`config.mk`:
```
export PLATFORM = sky130hd
export DESIGN_NAME = chlcd_decoder
export DESIGN_NICKNAME = d
export VERILOG_FILES = /design/src/chlcd_pkg.sv /design/src/chlcd_decoder.sv /design/src/chlcd_mem.sv
export VERILOG_INCLUDE_DIRS = /design/src
export SDC_FILE = /design/constraint.sdc
export NUM_CORES = 1
export LEC_CHECK = 0
export BUFFER_PORTS_ARGS = -buffer_cell sky130_fd_sc_hd__buf_2
export CORE_UTILIZATION = 66
export DETAILED_ROUTE_END_ITERATION = 16
export PLACE_DENSITY = 0.83
export SKIP_LAST_GASP = 1
export SYNTH_ARGS = -nofsm -noshare
export SYNTH_HDL_FRONTEND = slang
export SYNTH_SLANG_ARGS = --single-unit
```
`constraint.sdc`:
```
create_clock -name i_sys_clk -period 10.95 [get_ports i_sys_clk]
set_input_delay 0 -clock i_sys_clk [delete_from_list [all_inputs] [get_ports i_sys_clk]]
set_output_delay 0 -clock i_sys_clk [all_outputs]
set_load 0.02 [all_outputs]
```
`src/chlcd_regs.svh`:
```
// Constants of the character display command decoder: timings, codes, reset values.
// Assumes a 50 MHz system clock; included by bare name wherever needed.
`ifndef CHLCD_REGS_SVH
`define CHLCD_REGS_SVH

// Timing
`define CHLCD_CLK_NS 20
`define CHLCD_T_LONG_NS 1650000
`define CHLCD_T_SHORT_NS 40000
`define CHLCD_LONG_CYC (`CHLCD_T_LONG_NS / `CHLCD_CLK_NS)
`define CHLCD_SHORT_CYC (`CHLCD_T_SHORT_NS / `CHLCD_CLK_NS)
`define CHLCD_CNT_W 17
`define CHLCD_CNT_ONE 17'h0_0001

// Status layout and codes
`define CHLCD_BUSY_BIT 7
`define CHLCD_CHAR_SPACE 8'h20
`define CHLCD_CG_PAGE 2'h2
`define CHLCD_LAST_CELL 7'h7F

// Reset values
`define CHLCD_RST_DISP_ON 1'b0
`define CHLCD_RST_CURSOR_ON 1'b0
`define CHLCD_RST_BLINK_ON 1'b0
`define CHLCD_RST_ENTRY_INC 1'b1
`define CHLCD_RST_ENTRY_SHIFT 1'b0
`define CHLCD_RST_TWO_LINE 1'b1

`endif

```
`src/chlcd_pkg.sv`:
```
// Types of the character display command decoder.
// Assumes nothing beyond a SystemVerilog compiler.
package chlcd_pkg;

    typedef enum logic [1:0] {
        CHLCD_ST_IDLE  = 2'b00,
        CHLCD_ST_BUSY  = 2'b01,
        CHLCD_ST_CLEAR = 2'b10
    } chlcd_state_e;

    typedef enum logic [3:0] {
        CHLCD_C_NOP    = 4'b0000,
        CHLCD_C_CLEAR  = 4'b0001,
        CHLCD_C_HOME   = 4'b0010,
        CHLCD_C_ENTRY  = 4'b0011,
        CHLCD_C_DISP   = 4'b0100,
        CHLCD_C_SHIFT  = 4'b0101,
        CHLCD_C_FUNC   = 4'b0110,
        CHLCD_C_CGADDR = 4'b0111,
        CHLCD_C_DDADDR = 4'b1000
    } chlcd_cmd_e;

    // Highest set bit picks the command group
    function automatic chlcd_cmd_e chlcd_classify(input logic [7:0] c);
        if (c[7]) return CHLCD_C_DDADDR;
        else if (c[6]) return CHLCD_C_CGADDR;
        else if (c[5]) return CHLCD_C_FUNC;
        else if (c[4]) return CHLCD_C_SHIFT;
        else if (c[3]) return CHLCD_C_DISP;
        else if (c[2]) return CHLCD_C_ENTRY;
        else if (c[1]) return CHLCD_C_HOME;
        else if (c[0]) return CHLCD_C_CLEAR;
        else return CHLCD_C_NOP;
    endfunction : chlcd_classify

endpackage : chlcd_pkg

```
`src/chlcd_decoder.sv`:
```
// Command decoder of a character display: commands, character writes, status reads.
// Assumes host strobes come from logic on i_sys_clk, one cycle wide each.
`timescale 1ns/1ns
`include "chlcd_regs.svh"
module chlcd_decoder #(
    parameter int unsigned P_LONG_CYC = `CHLCD_LONG_CYC
) (
    // Clock and reset
    input wire logic i_sys_clk,
    input wire logic i_rst_b,
    // Host access
    input wire logic i_wr_stb,
    input wire logic i_rs_data,
    input wire logic [7:0] i_wdata,
    input wire logic i_rd_stb,
    output logic [7:0] o_rdata,
    output logic o_rvalid,
    output logic o_busy,
    output logic o_wr_drop,
    // Display state
    output logic o_disp_on,
    output logic o_cursor_on,
    output logic o_blink_on,
    output logic o_entry_inc,
    output logic o_entry_shift,
    output logic o_two_line,
    output logic [6:0] o_cursor_addr,
    output logic [6:0] o_disp_offset,
    output logic [5:0] o_cg_addr,
    // Glyph scan
    input wire logic [6:0] i_scan_addr,
    output logic [7:0] o_scan_code,
    output logic o_scan_blank
);
    import chlcd_pkg::*;

    localparam logic [`CHLCD_CNT_W-1:0] LONG_CNT = `CHLCD_CNT_W'(P_LONG_CYC);
    localparam logic [`CHLCD_CNT_W-1:0] SHORT_CNT = `CHLCD_CNT_W'(`CHLCD_SHORT_CYC);

    chlcd_state_e state_q, state_d;
    logic [`CHLCD_CNT_W-1:0] cnt_q, cnt_d;
    logic [6:0] clr_q, clr_d, cursor_d, offset_d;
    logic [5:0] cg_d;
    logic cg_mode_q, cg_mode_d;
    logic busy_d, drop_d, rvalid_d;
    logic disp_d, curs_d, blink_d, inc_d, shift_d, two_d;
    logic [7:0] rdata_d;
    logic mem_we;
    logic [7:0] mem_waddr, mem_wdata, mem_rdata;
    logic [6:0] step;

    // Next state of the whole command engine
    always_comb begin
        state_d = state_q;
        cnt_d = cnt_q;
        clr_d = clr_q;
        cursor_d = o_cursor_addr;
        offset_d = o_disp_offset;
        cg_d = o_cg_addr;
        cg_mode_d = cg_mode_q;
        disp_d = o_disp_on;
        curs_d = o_cursor_on;
        blink_d = o_blink_on;
        inc_d = o_entry_inc;
        shift_d = o_entry_shift;
        two_d = o_two_line;
        drop_d = 1'b0;
        mem_we = 1'b0;
        mem_waddr = {1'b0, o_cursor_addr};
        mem_wdata = i_wdata;
        step = o_entry_inc ? 7'h01 : 7'h7F;
        rvalid_d = i_rd_stb;
        rdata_d = o_rdata;
        // Status sampled from the registered busy flag
        if (i_rd_stb) begin
            rdata_d[`CHLCD_BUSY_BIT] = o_busy;
            rdata_d[6:0] = cg_mode_q ? {1'b0, o_cg_addr} : o_cursor_addr;
        end
        case (state_q)
            CHLCD_ST_IDLE: begin
                if (i_wr_stb) begin
                    state_d = CHLCD_ST_BUSY;
                    cnt_d = SHORT_CNT;
                    if (i_rs_data) begin
                        // Store the code unchanged; the glyph is the code itself
                        mem_we = 1'b1;
                        if (cg_mode_q) begin
                            mem_waddr = {`CHLCD_CG_PAGE, o_cg_addr};
                            cg_d = o_cg_addr + step[5:0];
                        end else begin
                            cursor_d = o_cursor_addr + step;
                            if (o_entry_shift) begin
                                offset_d = o_disp_offset + step;
                            end
                        end
                    end else begin
                        case (chlcd_classify(i_wdata))
                            CHLCD_C_CLEAR: begin
                                state_d = CHLCD_ST_CLEAR;
                                cnt_d = LONG_CNT;
                                clr_d = 7'h00;
                                cursor_d = 7'h00;
                                offset_d = 7'h00;
                                inc_d = 1'b1;
                                cg_mode_d = 1'b0;
                            end
                            CHLCD_C_HOME: begin
                                cnt_d = LONG_CNT;
                                cursor_d = 7'h00;
                                offset_d = 7'h00;
                                cg_mode_d = 1'b0;
                            end
                            CHLCD_C_ENTRY: begin
                                inc_d = i_wdata[1];
                                shift_d = i_wdata[0];
                            end
                            CHLCD_C_DISP: begin
                                disp_d = i_wdata[2];
                                curs_d = i_wdata[1];
                                blink_d = i_wdata[0];
                            end
                            CHLCD_C_SHIFT: begin
                                // Moves a pointer only, the cells stay intact
                                // Left moves the window forward, so the text slides left
                                if (i_wdata[3]) begin
                                    offset_d = o_disp_offset + (i_wdata[2] ? 7'h7F : 7'h01);
                                end else begin
                                    cursor_d = o_cursor_addr + (i_wdata[2] ? 7'h01 : 7'h7F);
                                end
                            end
                            CHLCD_C_FUNC: begin
                                two_d = i_wdata[3];
                            end
                            CHLCD_C_CGADDR: begin
                                cg_d = i_wdata[5:0];
                                cg_mode_d = 1'b1;
                            end
                            CHLCD_C_DDADDR: begin
                                cursor_d = i_wdata[6:0];
                                cg_mode_d = 1'b0;
                            end
                            default: begin
                                cnt_d = SHORT_CNT;
                            end
                        endcase
                    end
                end
            end
            CHLCD_ST_CLEAR: begin
                // One cell per cycle; the long busy time covers all 128
                mem_we = 1'b1;
                mem_waddr = {1'b0, clr_q};
                mem_wdata = `CHLCD_CHAR_SPACE;
                clr_d = clr_q + 7'h01;
                cnt_d = cnt_q - `CHLCD_CNT_ONE;
                drop_d = i_wr_stb;
                if (clr_q == `CHLCD_LAST_CELL) begin
                    state_d = CHLCD_ST_BUSY;
                end
            end
            CHLCD_ST_BUSY: begin
                // Writes while busy are dropped, the host is expected to wait
                drop_d = i_wr_stb;
                cnt_d = cnt_q - `CHLCD_CNT_ONE;
                if (cnt_q == `CHLCD_CNT_ONE) begin
                    state_d = CHLCD_ST_IDLE;
                end
            end
            default: begin
                state_d = CHLCD_ST_IDLE;
            end
        endcase
        busy_d = (state_d != CHLCD_ST_IDLE);
    end

    // Registers of the command engine
    always_ff @(posedge i_sys_clk or negedge i_rst_b) begin
        if (!i_rst_b) begin
            state_q <= CHLCD_ST_IDLE;
            cnt_q <= '0;
            clr_q <= 7'h00;
            cg_mode_q <= 1'b0;
            o_busy <= 1'b0;
            o_wr_drop <= 1'b0;
            o_rvalid <= 1'b0;
            o_rdata <= 8'h00;
            o_disp_on <= `CHLCD_RST_DISP_ON;
            o_cursor_on <= `CHLCD_RST_CURSOR_ON;
            o_blink_on <= `CHLCD_RST_BLINK_ON;
            o_entry_inc <= `CHLCD_RST_ENTRY_INC;
            o_entry_shift <= `CHLCD_RST_ENTRY_SHIFT;
            o_two_line <= `CHLCD_RST_TWO_LINE;
            o_cursor_addr <= 7'h00;
            o_disp_offset <= 7'h00;
            o_cg_addr <= 6'h00;
        end else begin
            state_q <= state_d;
            cnt_q <= cnt_d;
            clr_q <= clr_d;
            cg_mode_q <= cg_mode_d;
            o_busy <= busy_d;
            o_wr_drop <= drop_d;
            o_rvalid <= rvalid_d;
            o_rdata <= rdata_d;
            o_disp_on <= disp_d;
            o_cursor_on <= curs_d;
            o_blink_on <= blink_d;
            o_entry_inc <= inc_d;
            o_entry_shift <= shift_d;
            o_two_line <= two_d;
            o_cursor_addr <= cursor_d;
            o_disp_offset <= offset_d;
            o_cg_addr <= cg_d;
        end
    end

    chlcd_mem u_mem (
        .i_sys_clk(i_sys_clk),
        .i_rst_b(i_rst_b),
        .i_we(mem_we),
        .i_waddr(mem_waddr),
        .i_wdata(mem_wdata),
        .i_raddr({1'b0, i_scan_addr + o_disp_offset}),
        .o_rdata(mem_rdata)
    );

    // Scan output: a space or a dark display both read as blank
    always_ff @(posedge i_sys_clk or negedge i_rst_b) begin
        if (!i_rst_b) begin
            o_scan_code <= 8'h00;
            o_scan_blank <= 1'b1;
        end else begin
            o_scan_code <= mem_rdata;
            o_scan_blank <= (mem_rdata == `CHLCD_CHAR_SPACE) || !o_disp_on;
        end
    end

    // Helper: length of each busy run and the length expected for it
    logic acc;
    logic [`CHLCD_CNT_W-1:0] run_q, exp_q;
    assign acc = i_wr_stb && !o_busy;
    always_ff @(posedge i_sys_clk or negedge i_rst_b) begin
        if (!i_rst_b) begin
            run_q <= '0;
            exp_q <= '0;
        end else begin
            run_q <= o_busy ? run_q + `CHLCD_CNT_ONE : '0;
            // Expected length from the command code, independent of the engine
            if (acc) begin
                exp_q <= (!i_rs_data && i_wdata[7:2] == 6'h00 && i_wdata[1:0] != 2'h0) ?
                    LONG_CNT : SHORT_CNT;
            end
        end
    end
endmodule : chlcd_decoder

```
`src/chlcd_mem.sv`:
```
// Character store: 128 display cells at 0x00-0x7F, 64 generator bytes at 0x80-0xBF.
// Assumes one writer and one reader on the same clock; read data is registered.
`timescale 1ns/1ns
module chlcd_mem (
    // Clock and reset
    input wire logic i_sys_clk,
    input wire logic i_rst_b,
    // Write port
    input wire logic i_we,
    input wire logic [7:0] i_waddr,
    input wire logic [7:0] i_wdata,
    // Read port
    input wire logic [7:0] i_raddr,
    output logic [7:0] o_rdata
);
    logic [7:0] mem_q [0:255];
    logic [7:0] rdata_d;

    // Array read, registered below
    always_comb begin
        rdata_d = mem_q[i_raddr];
    end

    // No reset on the array; contents undefined until cleared
    always_ff @(posedge i_sys_clk) begin
        if (i_we) begin
            mem_q[i_waddr] <= i_wdata;
        end
    end

    always_ff @(posedge i_sys_clk or negedge i_rst_b) begin
        if (!i_rst_b) begin
            o_rdata <= 8'h00;
        end else begin
            o_rdata <= rdata_d;
        end
    end
endmodule : chlcd_mem

```
# Word level (Yosys, flattened, before mapping)
# Memories as Yosys holds them, arrays and structs flattened. A register that Yosys moved wholly into a read port is not among the register bits.
# Index checks and enable logic that the tools add are counted.
word_totals:
  reg_bits: 73
  latchBits: 0
  ram_bits: 2048
  rom_bits: 0
  input_bits: 20
  out_inout_bits: 46
  wordCells: 129
  n_memories: 1
op_classes:
  addsub: 8
  multipliers: 0
  n_div: 0
  n_lt_le_gt_ge: 0
  n_eq_ne: 21
  n_shift: 0
  mux: 54
  bitwise: 1
  n_reduce_logical: 25
mem_list:
  columns: ["memory", "depth", "width", "read_ports", "rd_clocked_by_memory_dff", "write_ports", "line_no", "rtl"]
  rows:
  - ["u_mem.mem_q", 256, 8, 1, 1, 1, "chlcd_mem.sv:16", "logic [7:0] mem_q [0:255];"]
ops:
  columns: ["operator", "n"]
  rows:
  - ["2-to-1 mux 7 bit", 14]
  - ["2-to-1 mux 17 bit", 3]
  - ["adder 7 bit", 5]
  - ["one-hot mux 17 bit (2 select lines)", 1]
  - ["2-to-1 mux 8 bit", 4]
  - ["one-hot mux 7 bit (2 select lines)", 2]
  - ["AND reduction 4 bit", 7]
  - ["one-hot mux 7 bit (3 select lines)", 1]
  - ["2-to-1 mux 6 bit", 3]
  - ["== test 17 x 1 -> 1 bit (second input constant)", 1]
  - ["subtractor 17 x 1 -> 17 bit (second input constant)", 1]
  - ["== test 4 x 3 -> 1 bit (second input constant)", 4]
  - ["2-to-1 mux 4 bit", 4]
  - ["one-hot mux 8 bit (2 select lines)", 1]
  - ["2-to-1 mux 2 bit", 7]
  - ["2-to-1 mux 3 bit", 4]
  - ["nonzero test 2 bit", 6]
  - ["== test 4 x 2 -> 1 bit (second input constant)", 2]
  - ["== test 8 x 6 -> 1 bit (second input constant)", 1]
  - ["adder 7 x 1 -> 7 bit (second input constant)", 1]
  - ["== test 7 bit (second input constant)", 1]
  - ["adder 6 bit", 1]
  - ["2-to-1 mux 1 bit", 6]
  - ["!= test 2 x 1 -> 1 bit (second input constant)", 3]
  - ["other kinds (19)", 26]

# Logic depth before layout (Yosys ltp)
depth:
  depth_word: 17
  mapped_depth: 12
  ltp_nobuf: 9

# Hierarchy
# Synthesis repeated with hierarchy kept, for this count alone.
unflattened:
  cells_unflattened: 4370
  hier_area_um2: 85205.5
modules_own_cells:
  columns: ["mod", "instances", "cells_each", "area_each_um2", "seq_area_each_um2"]
  rows:
  - ["chlcd_mem", 1, 3795, 80038.0, 61699.2]
  - ["chlcd_decoder", 1, 575, 5167.5, 1830.5]

# Worst setup path after synthesis
# Ideal clock, no wire load.
synth_timing:
  path_type: "register -> register"
  start: "reg state_q[0]"
  end: "mem u_mem.mem_q[0][3], data pin"
  setup_time_ns: 0.829
  t_arrival_ns: 4.338
  required_ns: 10.121
  setup_slack_ns: 5.783
  stages_incl_launch_ff: 7
  path_buffers: 3
  synth_period_minus_slack_ns: 5.167
  path_cell_list: "dfrtp_1 inv_1 ha_1 clkbuf_1 clkbuf_1 buf_1 nor2b_1"
synth_between:
  elab_chain_cells: 2
synth_rtl:
  columns: ["item", "line_no", "rtl"]
  rows:
  - ["start, declared", "chlcd_decoder.sv:40", "chlcd_state_e state_q, state_d;"]
  - ["start signal, assigned", "chlcd_decoder.sv:197", "state_q <= state_d;"]
  - ["== test 2 bit", "chlcd_decoder.sv:79", "case (state_q)"]
  - ["2-to-1 mux 8 bit", "chlcd_decoder.sv:79", null]
  - ["named net mem_wdata[3]", "chlcd_decoder.sv:49", "logic [7:0] mem_waddr, mem_wdata, mem_rdata;"]
  - ["end, declared", "chlcd_mem.sv:16", null]
# The timed path passes the listed nets, and every way through them passes these cells.

# Final worst setup path
layout_timing:
  start: "reg cg_mode_q"
  end: "mem u_mem.mem_q[90][1] (enable)"
layout_between:
  elab_chain_cells: 4
layout_rtl:
  columns: ["item", "line_no", "rtl"]
  rows:
  - ["start, declared", "chlcd_decoder.sv:44", "logic cg_mode_q, cg_mode_d;"]
  - ["start signal, assigned", "chlcd_decoder.sv:200", "cg_mode_q <= cg_mode_d;"]
  - ["2-to-1 mux 8 bit", "chlcd_decoder.sv:87", "if (cg_mode_q) begin"]
  - ["2-to-1 mux 8 bit", "chlcd_decoder.sv:84", "if (i_rs_data) begin"]
  - ["2-to-1 mux 8 bit", "chlcd_decoder.sv:81", "if (i_wr_stb) begin"]
  - ["one-hot mux 8 bit (2 select lines)", "chlcd_decoder.sv:79", null]
# Every way passes these cells.

==> metrics.cfg <==
[run_status]
status = complete, no violations

[final_layout]
area_growth_pct = 10.76
design_area_sq_um = 49930
insertedDiodeCount = 0
post-route-util_pct = 74.09
drive_gt1_share_pct = 20.92
fillers = 3532
fin_nets = 2662

[power]
power.density_nw_per_um2 = 242.3
irDropWorstVdd_uv = 255.4
p_leak_uw = 0.01661

[clock_network]
clockBufferDepth = 3
h-tree-depth = 3
cts_resized = 0
worstSkewPairLatency_ps = 690
cts-root-buf = clkbuf_16
cts_tree = done
path_clk_slew_ps = 60
cts.sinks = 1105
cts-buffers-inserted = 104

[routing]
vias_per_cell = 7.319
postRouteAntennaNets = 0
wl_per_cell_um = 32.99
vias = 26050
post-route-drc-count = 0
drt-total-wl_um = 117400
drt_pass1_iterations = 8
dr.first_iter.drc_count = 4469

[timing]
slew_violations = 0
timing.final.hold_violations = 0
setup_viol = 0
min_period_ps = 5138
max_freq_mhz = 194.6
finClkSkew_ps = 33.08
final.setup.tns_ps = 0
worstMarginPinSlew_ps = 1451
fin_crit_sh_pct = 46.93
slew_headroom_pct = 2.544
rsz0062_at_grt = false

[global_routing]
grt_pass1_wl_um = 173000
grtUsageTotal_pct = 34.60
grt_pass1_vias = 26090
antenna_found_initial = 8
grt_overflow = 0
grt_max_degree = 180

[floorplan]
initial_core_util_pct = 66.89
core_area_sq_um = 67400
io_pins = 66
dieArea_sq_um = 69350
die_w_um = 263.3
row_count = 95
die_h_um = 263.3

[setup_path]
critPathArrivalTime_ps = 5420
r2r-start = cg_mode_q$_DFFE_PN0P_
cp_max_fo = 14
r2r-end = u_mem.mem_q[90][1]$_DFFE_PP_
reg2reg_slack_ps = 5810
rr_worst_depth = 7
criticalPathCategory = register to register
end_kind = register
crit_start = cg_mode_q$_DFFE_PN0P_
worst_setup_path_start_kind = register
crit_required_ps = 11230

[yosys]
yosys.cell_count.top_type = edfxtp_1
synthTopCellsByArea = edfxtp_1 (68%), mux4_2 (13%), dfrtp_1 (4.3%)
synth_area_sq_um = 45080
synth_cell_types = 66
yosys_warnings = 0
synthArstFlopShare_pct = 7.330
synth_top_area_share_pct = 68.21
synth.largest_area_cell = edfxtp_1
synth_area_per_cell_sq_um = 18.02
synthTopCellsByCount = edfxtp_1 (1024), mux4_2 (256), nand2_1 (228)
ys_seq_elements = 1105
netlist_instances = 2502
synth_edf_count = 1024
ys_seq_area_share_pct = 72.72
ys.flop_type = edfxtp_1
synth_nets = 2565

[worst_hold_path]
min_from = i_rd_stb
worstHoldPathType = primary input to register
min_path_cells = 2
hold_end = o_rvalid$_DFF_PN0_

[placement]
placed_area_sq_um = 46330
portBuffers = 65
dp_hpwl_um = 64560
gp_congestion = 0.9407

[flow_run]
cap_violations = 0

[cell families (layout without fill, tap and decap cells)]
logic type / after synthesis / after routing / share of synthesized area, %
buffers and inverters: 152 / 336 / 1.477
adders and majority gates: 43 / 43 / 1.293
DFF: 1105 / 1105 / 72.72
xor gates and xnor gates: 40 / 40 / 0.8604
muxes: 276 / 276 / 13.26
AOI/OAI and AO/OA: 273 / 273 / 4.241
and+or+nand+nor: 613 / 613 / 6.154
[worst max path at each step]
stage                              endpoint  slack, ps  depth (start not counted)
5_1_grt        u_mem.mem_q[90][1]$_DFFE_PP_       5910                          7
6_report       u_mem.mem_q[90][1]$_DFFE_PP_       5810                          7
4_1_cts          u_mem.o_rdata[3]$_DFF_PN0_       6300                          8
3_5_place_dp     u_mem.o_rdata[4]$_DFF_PN0_       6380                          8
2_1_floorplan   u_mem.mem_q[0][3]$_DFFE_PP_       5780                          6
3_3_place_gp     u_mem.o_rdata[3]$_DFF_PN0_       6400                          8
[worst max-delay path, stage by stage, from the launching register on]
cell      delay [ps]
dfrtp_1          740
nand3_1          270
mux2i_1          200
o21ai_0          860
nand2b_1         620
nor2_1           440
nand2_1          500
nor2_1          1090
[cells in the final DEF (no fill, tap or decap), drive strengths merged, types with 10 or more instances in the layout]
cell / synthesis / routed
mux2i: 12 / 12
mux4: 256 / 256
dlygate4sd3: 0 / 17
a311oi: 16 / 16
buf: 52 / 106
edfxtp: 1024 / 1024
nand3: 73 / 73
o22ai: 21 / 21
nor2b: 18 / 18
a22oi: 42 / 42
or4: 10 / 10
a21o: 13 / 13
clkbuf: 80 / 143
clkinv: 0 / 35
inv: 20 / 25
ha: 37 / 37
a21oi: 62 / 62
nor2: 157 / 157
xnor2: 27 / 27
xor2: 13 / 13
nand2: 228 / 228
o21ai: 47 / 47
nor3: 33 / 33
a22o: 19 / 19
and3: 42 / 42
dfrtp: 78 / 78
[final cells by class]
| type | count | area [sq um] | share of cell area [%] |
|---|---|---|---|
| Sequential cell | 1105 | 32780 | 65.65 |
| Multi-Input combinational cell | 1245 | 11750 | 23.53 |
| Clock buffer | 143 | 2861 | 5.731 |
| Tap cell | 873 | 1092 | 2.188 |
| Timing Repair Buffer | 123 | 855.8 | 1.714 |
| Clock inverter | 50 | 519.2 | 1.040 |
| Inverter | 20 | 75.07 | 0.1504 |
[metal layers]
layer  global-route usage (%)  part of all wire [%]
met5                        0                 0.062
met2                    54.32                    48
met3                    9.288                    13
met4                    16.37                   5.4
met1                    45.84                    34
[registers in the layout, summed over array words and instances (netlist names)]
name           cells
u_mem.mem_q     1024
cnt_q             17
o_rdata            8
o_scan_code        8
u_mem.o_rdata      8
clr_q              7
o_cursor_addr      7
o_disp_offset      7
o_cg_addr          6
state_q            2
cg_mode_q          1
o_blink_on         1
o_busy             1
o_cursor_on        1
o_disp_on          1
o_entry_inc        1
o_entry_shift      1
o_rvalid           1
o_scan_blank       1
o_two_line         1
o_wr_drop          1
[metrics by stage]
stage               hold slack (ps)  total power (uW)  setup WS [ps]  instances
floorplan                    -295.6              7198           5783       2502
global placement             -130.1              8236           6399       3347
detailed placement           -120.5              8323           6381       3347
CTS                           100.9             11970           6301       3557
global route                  137.4             12370           5914       3559
finish                        124.8             12100           5812       3559
[what timing repair did]
item                      4_1_cts  5_1_grt
hold endpoints to repair      115        0
buffers inserted                0        0
hold buffers                   17        0
[power by group]
part	internal [uW]	switching (uW)	total [uW]	leakage, uW
clock	2050	1590	3640	0.00166
sequential	4730	164	4900	0.0102
combinational	1280	2280	3570	0.00475
No activity file was read; power rests on OpenSTA's default activity.
